File: config.mk
export PLATFORM = sky130hd
export DESIGN_NAME = mpio_top
export DESIGN_NICKNAME = d
export VERILOG_FILES = /design/src/mpio_sync.v /design/src/mpio_pin.v /design/src/mpio_top.v
export VERILOG_INCLUDE_DIRS = /design/src
export SDC_FILE = /design/constraint.sdc
export NUM_CORES = 1
export LEC_CHECK = 0
export BUFFER_PORTS_ARGS = -buffer_cell sky130_fd_sc_hd__buf_2
export CAP_MARGIN = 20
export CORE_MARGIN = 8
export CORE_UTILIZATION = 57
export DETAILED_ROUTE_END_ITERATION = 10
export MAX_ROUTING_LAYER = met4
export PLACE_DENSITY = 0.83
export SYNTH_ARGS = -nofsm -noshare
export SYNTH_HDL_FRONTEND = slang
export SYNTH_SLANG_ARGS = --single-unit
File: constraint.sdc
create_clock -name clk_i -period 3.4 [get_ports clk_i]
set_input_delay 0.68 -clock clk_i [delete_from_list [all_inputs] [get_ports clk_i]]
set_output_delay 0.68 -clock clk_i [all_outputs]
set_load 0.02 [all_outputs]
File: src/mpio_consts.vh
// Constants for the muxed I/O port unit
`ifndef MPIO_CONSTS_VH
`define MPIO_CONSTS_VH
`define MPIO_AW 3
`define MPIO_DW 16
`define MPIO_PW 8
`define MPIO_ADDR_P1_FUNC 3'h0
`define MPIO_ADDR_P1_DIR 3'h1
`define MPIO_ADDR_P1_LTCH 3'h2
`define MPIO_ADDR_P1_PIN 3'h3
`define MPIO_ADDR_P2_FUNC 3'h4
`define MPIO_ADDR_P2_DIR 3'h5
`define MPIO_ADDR_P2_LTCH 3'h6
`define MPIO_ADDR_P2_PIN 3'h7
`define MPIO_FUNC_RESET 8'hff
`define MPIO_DIR_RESET 8'hff
`define MPIO_LTCH_RESET 8'h00
`define MPIO_PAD_HI 8'h00
// Port 2 pin positions of the shared serial and baud signals
`define MPIO_PIN_RECEIVE 0
`define MPIO_PIN_TRANSMIT 1
`define MPIO_PIN_BAUD1 2
`define MPIO_PIN_INTR 3
`define MPIO_PIN_CLR_SEND 4
`define MPIO_PIN_BAUD0 5
// Lowest open-drain pin; every pin above it is open-drain too
`define MPIO_PIN_OD_LO 6
// Pin kinds
`define MPIO_KIND_BIDIR 2'h0
`define MPIO_KIND_IN 2'h1
`define MPIO_KIND_OUT 2'h2
`define MPIO_KIND_OD 2'h3
`endif

File: src/mpio_sync.v
// Two-flop synchroniser for a vector of pin levels
`timescale 1ns/10ps
`include "mpio_consts.vh"
module mpio_sync (
    input wire clk_i,
    input wire resetn_i,
    input wire [`MPIO_PW-1:0] d_i,
    output wire [`MPIO_PW-1:0] q_o
);
    reg [`MPIO_PW-1:0] meta_q;
    reg [`MPIO_PW-1:0] sync_q;
    always @(posedge clk_i or negedge resetn_i) begin
        if (!resetn_i) begin
            meta_q <= `MPIO_LTCH_RESET;
            sync_q <= `MPIO_LTCH_RESET;
        end else begin
            meta_q <= d_i;
            sync_q <= meta_q;
        end
    end
    assign q_o = sync_q;
endmodule // mpio_sync

File: src/mpio_pin.v
// One port pin: data and driver-enable muxing by pin kind
`timescale 1ns/10ps
`include "mpio_consts.vh"
module mpio_pin #(
    parameter [1:0] KIND = `MPIO_KIND_BIDIR
) (
    input wire func_i,
    input wire dir_i,
    input wire ltch_i,
    input wire per_out_i,
    input wire per_oe_i,
    output wire pad_o,
    output wire pad_oe_o
);
    wire port_oe;
    wire port_out;
    // Select picks data and enable source together
    assign port_out = func_i ? per_out_i : ltch_i; // RULE1 RULE14
    assign port_oe = func_i ? per_oe_i : ~dir_i; // RULE1 RULE2 RULE3 RULE16
    generate
        if (KIND == `MPIO_KIND_IN) begin : g_in
            assign pad_o = 1'b0;
            assign pad_oe_o = 1'b0; // RULE5
        end else if (KIND == `MPIO_KIND_OUT) begin : g_out
            assign pad_o = port_out;
            assign pad_oe_o = 1'b1; // RULE6 RULE18
        end else if (KIND == `MPIO_KIND_OD) begin : g_od
            // Absent peripheral: mux still exists, pin floats
            assign pad_o = 1'b0;
            assign pad_oe_o = ~func_i & ~dir_i & ~ltch_i; // RULE7 RULE8 RULE9
        end else begin : g_bidir
            assign pad_o = port_out;
            assign pad_oe_o = port_oe;
        end
    endgenerate
endmodule // mpio_pin

File: src/mpio_top.v
// Muxed I/O port unit: two 8-pin ports with register access
// Behaviour
// RULE1: Function select chooses both output data and driver enable source.
// RULE2: Bidirectional port pin with direction zero drives its latch value.
// RULE3: Bidirectional port pin with direction one is an input.
// RULE4: Every pin level is synchronised and readable in any mode.
// RULE5: Input-only pins never drive; direction and latch bits are storage.
// RULE6: Output-only pins always drive peripheral or latch data.
// RULE7: Open-drain output pulls low for latch zero, floats for one.
// RULE8: Open-drain pin floats whenever its direction bit is set.
// RULE9: Open-drain pin floats when absent peripheral function is selected.
// RULE10: Port 1 is eight output-only pins shared with chip selects.
// RULE11: Port 2 mixes kinds; pins 7 and 6 are open-drain.
// RULE12: Port 2 pins 5..0 share serial channel and baud signals.
// RULE13: Each port has select, direction, latch and pin-state registers.
// RULE14: Function select assigns each pin to peripheral or port.
// RULE15: Direction reads return written value, not true direction.
// RULE16: Peripheral-selected pins take direction from the peripheral.
// RULE17: Direction resets to all ones; one is input, zero output.
// RULE18: Output-only direction bit is plain storage.
// RULE19: Latch reads return the latch, not the pin.
// RULE20: Pin-state register is read-only and shows pin levels.
// RULE21: After reset all pins belong to their peripherals.
// RULE22: Select bit one means peripheral; select resets to ones.
// RULE23: Registers are eight bits wide; upper bits read zero.
//
// Design decisions made here: the address-and-strobe port and the register addresses.
`timescale 1ns/10ps
`include "mpio_consts.vh"
module mpio_top (
    input wire clk_i,
    input wire resetn_i,
    input wire [`MPIO_AW-1:0] addr_i,
    input wire [`MPIO_DW-1:0] wdata_i,
    input wire wr_i,
    input wire rd_i,
    output reg [`MPIO_DW-1:0] rdata_o,
    input wire [7:0] general_chip_selects_n_i,
    input wire serial_interrupt_out_i,
    input wire serial_transmit_out_i,
    input wire serial_receive_out_i,
    input wire serial_receive_oe_i,
    output wire baud_clock_in_0_o,
    output wire clear_to_send_in_n_o,
    output wire baud_clock_in_1_o,
    output wire serial_receive_in_o,
    input wire [7:0] p1_pad_i,
    output wire [7:0] p1_pad_o,
    output wire [7:0] p1_pad_oe_o,
    input wire [7:0] p2_pad_i,
    output wire [7:0] p2_pad_o,
    output wire [7:0] p2_pad_oe_o
);
    reg [`MPIO_PW-1:0] p1_func_q;
    reg [`MPIO_PW-1:0] p1_dir_q;
    reg [`MPIO_PW-1:0] p1_ltch_q;
    reg [`MPIO_PW-1:0] p2_func_q;
    reg [`MPIO_PW-1:0] p2_dir_q;
    reg [`MPIO_PW-1:0] p2_ltch_q;
    reg [`MPIO_DW-1:0] rdata_d;
    wire [`MPIO_PW-1:0] p1_level;
    wire [`MPIO_PW-1:0] p2_level;
    wire [7:0] p2_per_out;
    wire [7:0] p2_per_oe;

    // Registers; select to peripheral, direction to input at reset
    always @(posedge clk_i or negedge resetn_i) begin
        if (!resetn_i) begin
            p1_func_q <= `MPIO_FUNC_RESET; // RULE21 RULE22
            p2_func_q <= `MPIO_FUNC_RESET; // RULE21 RULE22
            p1_dir_q <= `MPIO_DIR_RESET; // RULE17
            p2_dir_q <= `MPIO_DIR_RESET; // RULE17
            p1_ltch_q <= `MPIO_LTCH_RESET;
            p2_ltch_q <= `MPIO_LTCH_RESET;
        end else if (wr_i) begin
            case (addr_i) // RULE13
                `MPIO_ADDR_P1_FUNC: p1_func_q <= wdata_i[`MPIO_PW-1:0];
                `MPIO_ADDR_P1_DIR: p1_dir_q <= wdata_i[`MPIO_PW-1:0]; // RULE15
                `MPIO_ADDR_P1_LTCH: p1_ltch_q <= wdata_i[`MPIO_PW-1:0];
                `MPIO_ADDR_P2_FUNC: p2_func_q <= wdata_i[`MPIO_PW-1:0];
                `MPIO_ADDR_P2_DIR: p2_dir_q <= wdata_i[`MPIO_PW-1:0]; // RULE15
                `MPIO_ADDR_P2_LTCH: p2_ltch_q <= wdata_i[`MPIO_PW-1:0];
                default: begin
                end
            endcase
        end
    end

    // Pin-state writes are dropped; reads stand one cycle only
    always @* begin
        rdata_d = {`MPIO_DW{1'b0}};
        if (rd_i) begin
            case (addr_i)
                `MPIO_ADDR_P1_FUNC: rdata_d = {`MPIO_PAD_HI, p1_func_q}; // RULE23
                `MPIO_ADDR_P1_DIR: rdata_d = {`MPIO_PAD_HI, p1_dir_q}; // RULE15
                `MPIO_ADDR_P1_LTCH: rdata_d = {`MPIO_PAD_HI, p1_ltch_q}; // RULE19
                `MPIO_ADDR_P1_PIN: rdata_d = {`MPIO_PAD_HI, p1_level}; // RULE20
                `MPIO_ADDR_P2_FUNC: rdata_d = {`MPIO_PAD_HI, p2_func_q};
                `MPIO_ADDR_P2_DIR: rdata_d = {`MPIO_PAD_HI, p2_dir_q};
                `MPIO_ADDR_P2_LTCH: rdata_d = {`MPIO_PAD_HI, p2_ltch_q};
                `MPIO_ADDR_P2_PIN: rdata_d = {`MPIO_PAD_HI, p2_level}; // RULE20
                default: rdata_d = {`MPIO_DW{1'b0}};
            endcase
        end
    end

    always @(posedge clk_i or negedge resetn_i) begin
        if (!resetn_i) begin
            rdata_o <= {`MPIO_DW{1'b0}};
        end else begin
            rdata_o <= rdata_d;
        end
    end

    // Levels sampled in every mode, so software can watch peripheral pins too
    mpio_sync u_sync1 (
        .clk_i(clk_i),
        .resetn_i(resetn_i),
        .d_i(p1_pad_i),
        .q_o(p1_level) // RULE4
    );
    mpio_sync u_sync2 (
        .clk_i(clk_i),
        .resetn_i(resetn_i),
        .d_i(p2_pad_i),
        .q_o(p2_level) // RULE4
    );

    // Port 2 peripheral sources; inputs offer no drive
    assign p2_per_out = {1'b0, 1'b0, 1'b0, 1'b0, serial_interrupt_out_i, 1'b0,
                         serial_transmit_out_i, serial_receive_out_i}; // RULE12
    assign p2_per_oe = {1'b0, 1'b0, 1'b0, 1'b0, 1'b1, 1'b0, 1'b1,
                        serial_receive_oe_i}; // RULE12

    // Peripheral inputs see the synchronised pin level
    assign baud_clock_in_0_o = p2_level[`MPIO_PIN_BAUD0]; // RULE12
    assign clear_to_send_in_n_o = p2_level[`MPIO_PIN_CLR_SEND];
    assign baud_clock_in_1_o = p2_level[`MPIO_PIN_BAUD1];
    assign serial_receive_in_o = p2_level[`MPIO_PIN_RECEIVE];

    genvar i;
    generate
        for (i = 0; i < `MPIO_PW; i = i + 1) begin : g_pin
            mpio_pin #(
                .KIND(`MPIO_KIND_OUT) // RULE10
            ) u_p1 (
                .func_i(p1_func_q[i]),
                .dir_i(p1_dir_q[i]),
                .ltch_i(p1_ltch_q[i]),
                .per_out_i(general_chip_selects_n_i[i]),
                .per_oe_i(1'b1),
                .pad_o(p1_pad_o[i]),
                .pad_oe_o(p1_pad_oe_o[i])
            );
            // Kind per pin: 7,6 open-drain; 5,4,2 in; 3,1 out; 0 bidir
            mpio_pin #(
                .KIND((i >= `MPIO_PIN_OD_LO) ? `MPIO_KIND_OD :
                      (i == `MPIO_PIN_BAUD0 || i == `MPIO_PIN_CLR_SEND || i == `MPIO_PIN_BAUD1) ?
                      `MPIO_KIND_IN :
                      (i == `MPIO_PIN_INTR || i == `MPIO_PIN_TRANSMIT) ? `MPIO_KIND_OUT :
                      `MPIO_KIND_BIDIR) // RULE11
            ) u_p2 (
                .func_i(p2_func_q[i]),
                .dir_i(p2_dir_q[i]),
                .ltch_i(p2_ltch_q[i]),
                .per_out_i(p2_per_out[i]),
                .per_oe_i(p2_per_oe[i]),
                .pad_o(p2_pad_o[i]),
                .pad_oe_o(p2_pad_oe_o[i])
            );
        end
    endgenerate
endmodule // mpio_top

# Word level (Yosys, flattened, before mapping)
# Index checks and enable logic that the tools add are counted.
# word_totals
n_memories	0
mem_bits_rw	0
regBits	96
wordCells	50
in_bits	51
latch_bits	0
mem_bits_ro	0
# classes
muxes	14
n_addsub	0
eq_ne	7
n_bitwise	11
shifts	0
div	0
n_mul	0
reduce_logical	7
order_cmp	0
# ops
cell	n
$pmux 16 s8	1
$mux 16	1
$eq 3x3->1 const B	4
$mux 1	12
$reduce_and 2->1	6
$not 1->1	7
$eq 3x2->1 const B	2
$and 1x1->1	4
$eq 3x1->1 const B	1
$logic_not 3->1	1

# Logic depth before layout (Yosys ltp)
# depth
ltp_word	3
ltp_mapped	6

# By module
# Synthesis repeated with hierarchy kept, for this count alone.
# unflattened
cells_unflattened	294
area_unflattened_um2	3968.8
# by_module_without_submodules
mod	cells_per_inst	n_inst	seq_area_each_um2	area_per_inst_um2
mpio_top	214	1	1441.4	2777.7
mpio_sync	16	2	400.4	400.4
mpio_pin (g_pin[0].u_p1 ...)	3	10	0.0	26.3
mpio_pin (g_pin[2].u_p2 ...)	3	3	0.0	18.8
mpio_pin (g_pin[6].u_p2 ...)	3	2	0.0	21.3
mpio_pin (g_pin[0].u_p2)	3	1	0.0	28.8

# Least setup slack after synthesis
# OpenSTA, ideal clock, no wires.
# synth_timing
path_type	input-to-reg
startpoint	input addr_i[0]
endpoint	register p1_ltch_q[0]
arrival_time_ps	1666
path_buffers	2
path_slack_ps	1609
cell_stages	4
t_required_ps	3275
path_cell_list	buf_4 buf_6 nor3b_4 mux2_2
# synth_between
elab_chain_len	2
# synth_rtl
item	line	rtl
start, declared	mpio_top.v:33	input wire [`MPIO_AW-1:0] addr_i,
$eq 3x2->1	mpio_top.v:76	case (addr_i)
$reduce_and 2->1 (no line)	n/a	
end signal, assigned	mpio_top.v:73	p1_ltch_q <= `MPIO_LTCH_RESET;
end signal, assigned	mpio_top.v:79	`MPIO_ADDR_P1_LTCH: p1_ltch_q <= wdata_i[`MPIO_PW-1:0];
end, declared	mpio_top.v:56	reg [`MPIO_PW-1:0] p1_ltch_q;
# No other way between the ends.
# A chain may end at the register's enable or synchronous reset.

# Worst setup path after layout
# layout_timing
startpoint	input addr_i[0]
endpoint	register rdata_o[4]
# layout_between
elab_chain_len	3
elab_cells_between_ends	10
# layout_rtl
item	line	rtl
$eq 3x3->1, or another cell as far along	mpio_top.v:93	case (addr_i)
$pmux 16 s8 *	mpio_top.v:93	
$mux 16 *	mpio_top.v:92	if (rd_i) begin
net rdata_d[4]	mpio_top.v:60	reg [`MPIO_DW-1:0] rdata_d;
end signal, assigned	mpio_top.v:109	rdata_o <= {`MPIO_DW{1'b0}};
end signal, assigned	mpio_top.v:111	rdata_o <= rdata_d;
end, declared	mpio_top.v:37	output reg [`MPIO_DW-1:0] rdata_o,
# The timed path passes the listed nets; every way through them passes the cells marked *. The select of a mux whose other input is x is not followed.

==> impl_metrics.ini <==
[run]
cap_violations = 0

[synth]
yosysUniqueCellTypes = 38
netlist_instances = 300
synth_area_leaders = dfrtp_1 (35%), dfstp_2 (21%), mux2_2 (17%)
synth_area_leader_cell = dfrtp_1
synthDominantCellAreaShare = 0.352
ys_ff_latch = 88
ys_seq_area_frac = 0.564
yosys_warnings = 0
avgSynthCellArea_um2 = 13.3
netlist_area_um2 = 3980

[global_route]
grt_max_degree = 89
grt_pass1_vias = 2411
grt_pass1_wl_um = 12400
antenna_found_initial = 0
overflow = 0
track_usage = 0.165

[finish]
final_common_cell = buf_2
nets = 404
fin_cells = 438
design_area_um2 = 4340
layout_common_cells = buf_2 (67), mux2_2 (61), dfrtp_1 (56)
drive_above_1_share = 0.508
fillers = 498
area_growth_pct = 9.03
num_antenna_cells = 0

[placement]
port_buffers = 68
dp_slack_ns = 0.953
gp_congestion = 0.783
placed_area_um2 = 4140
dp.cells = 421
hpwlAfterDp_um = 5510

[pwr]
p_comb_frac = 0.200
p_per_area_nw_per_um2 = 573
power.share.clock = 0.253
swShare = 0.283
intPower_uw = 1780
leakagePower_uw = 0.00201
seqPwrFrac = 0.547
peakVddDrop_mv = 0.313
power_switching_uw = 703
p_total_uw = 2490

[timing]
finalHoldViolCount = 0
clock_skew_ns = 0.00612
setup_tns_ns = 0
setup_viol = 0
setup_slack_ns = 1.29
final.min_clock_period_ns = 2.11
max_freq_mhz = 475
tightest_slew_ns = 0.743
period_share = 0.619
slew_headroom = 0.505
slew_violations = 0
rsz0062_at_grt = no

[setup_path]
arrival_ns = 2.33
reg2regPathDepth = 3
worstSetupPathType = input pin to flip-flop
cp.required_ns = 3.62
cp-start-kind = input pin
reg2reg_from = u_sync2.q_o[4]$_DFF_PN0_
end_kind = flip-flop
rrSetupSlack_ns = 2.13
r2r_end = rdata_o[4]$_DFF_PN0_
path_max_fanout = 35

[floorplan]
fp.dieH_um = 99.5
ioPinCount = 103
coreArea_um2 = 6760
initial_core_util = 0.589
die_area_um2 = 9910
die_w_um = 99.5
rows = 30

[cts]
clk_pin_slew_ns = 0.08
cts_hold_buffers = 0
postCtsSetupBuffers = 0
clock_path_buffers = 2
cts_buffers = 9
clk_latency_ns = 0.35
h-tree-depth = 3
root_buffer = clkbuf_8
cts_sinks = 88
cts_tree = done
post_cts_resized = 0

[routing]
firstDrtPassIters = 4
post_drt_wl_per_cell_um = 18.5
drt_iter0_drc = 130
drc_errors = 0
drt-vias-per-instance = 5.41
wirelength_um = 8090
vias = 2371
ant_nets = 0

[outcome]
status = finished, final reports clean

[worst_hold_path]
worst_hold_path_type = input pin to asynchronous set/reset pin
## metal layers
layer | track usage | up-vias | share of wire
li1 | - | 1102 | -
met1 | 0.203 | 1162 | 0.43
met2 | 0.260 | 91 | 0.49
met3 | 0.0321 | 16 | 0.064
met4 | 0.0757 | 0 | 0.018
met5 | - | - | 0
## synth_stat cells
| cell type | n |
|---|---|
| a2111oi_0 | 1 |
| a211o_1 | 5 |
| a211oi_1 | 2 |
| a21oi_1 | 8 |
| a22o_1 | 5 |
| a22oi_1 | 1 |
| a2bb2oi_1 | 1 |
| a31oi_1 | 5 |
| and2_1 | 1 |
| and2b_1 | 1 |
| and3b_1 | 1 |
| buf_2 | 4 |
| buf_4 | 44 |
| buf_6 | 1 |
| clkbuf_1 | 2 |
| conb_1 | 2 |
| dfrtp_1 | 56 |
| dfstp_2 | 32 |
| mux2_1 | 1 |
| mux2_2 | 61 |
| mux2i_1 | 8 |
| nand2_1 | 12 |
| nand2b_1 | 2 |
| nand2b_4 | 1 |
| nand3_1 | 3 |
| nand3_2 | 1 |
| nand4b_2 | 1 |
| nor2_1 | 15 |
| nor2_8 | 2 |
| nor2b_1 | 2 |
| nor3_1 | 2 |
| nor3b_1 | 2 |
| nor3b_4 | 2 |
| o211a_1 | 1 |
| o21ai_0 | 9 |
| o221ai_1 | 1 |
| or2_1 | 1 |
| or3_1 | 1 |
## state kept, by name, indices dropped and copies added (netlist names)
| register | cells |
|---|---|
| p2_ltch_q | 8 |
| u_sync2.q_o | 8 |
| p1_dir_q | 8 |
| p2_dir_q | 8 |
| p2_func_q | 8 |
| p1_func_q | 8 |
| rdata_o | 8 |
| u_sync1.q_o | 8 |
| u_sync1.meta_q | 8 |
| p1_ltch_q | 8 |
| u_sync2.meta_q | 8 |
## critical path: stages
cell and delay (ns):
buf_2 0.57, or2_1 0.49, a21oi_1 0.12, a2111oi_0 0.38, nor2_1 0.09
## cell families (layout without fill, tap and decap cells)
kind of cell	after synthesis	in the layout	share of synthesized area
buffers and inverters	51	85	0.0928
AO/OA/AOI/OAI	39	39	0.0661
multiplexers	70	70	0.196
AND/OR/NAND/NOR	50	50	0.0799
other	2	26	0.00189
flip-flops	88	88	0.564
## worst max-delay path by stage
stage / startpoint / end / slack, ns / cells past startpoint
after floorplan: addr_i[0] / p1_ltch_q[0]$_DFFE_PN0P_ / 1.61 / 4
after global placement: addr_i[0] / rdata_o[4]$_DFF_PN0_ / 0.97 / 5
after detailed placement: addr_i[0] / rdata_o[4]$_DFF_PN0_ / 0.95 / 5
after CTS: addr_i[0] / rdata_o[4]$_DFF_PN0_ / 1.28 / 5
after global routing: addr_i[0] / rdata_o[4]$_DFF_PN0_ / 1.18 / 5
final: addr_i[0] / rdata_o[4]$_DFF_PN0_ / 1.29 / 5
## power by group through the flow
stage	logic (µW)	registers [µW]	clock network, µW
after floorplan	419	1360	0
after global placement	478	1370	0
after detailed placement	494	1380	0
after CTS	496	1360	639
after global routing	537	1380	678
final	496	1360	630
## final cells by class
| class | count | area (µm²) | share of cell area |
|---|---|---|---|
| clock buffer | 13 | 149 | 0.0343 |
| clock inverter | 3 | 18.8 | 0.00433 |
| multi-input combinational | 185 | 1460 | 0.336 |
| sequential | 88 | 2240 | 0.517 |
| tap | 80 | 100 | 0.0231 |
| timing repair buffer | 69 | 370 | 0.0854 |
## metrics by stage
step            util  hold slack, ns
2_1_floorplan      -           0.331
3_3_place_gp   0.613           0.332
3_5_place_dp   0.613           0.335
4_1_cts        0.638           0.353
5_1_grt        0.642           0.279
6_report       0.642           0.252
Power figures use the tool's default switching activity.
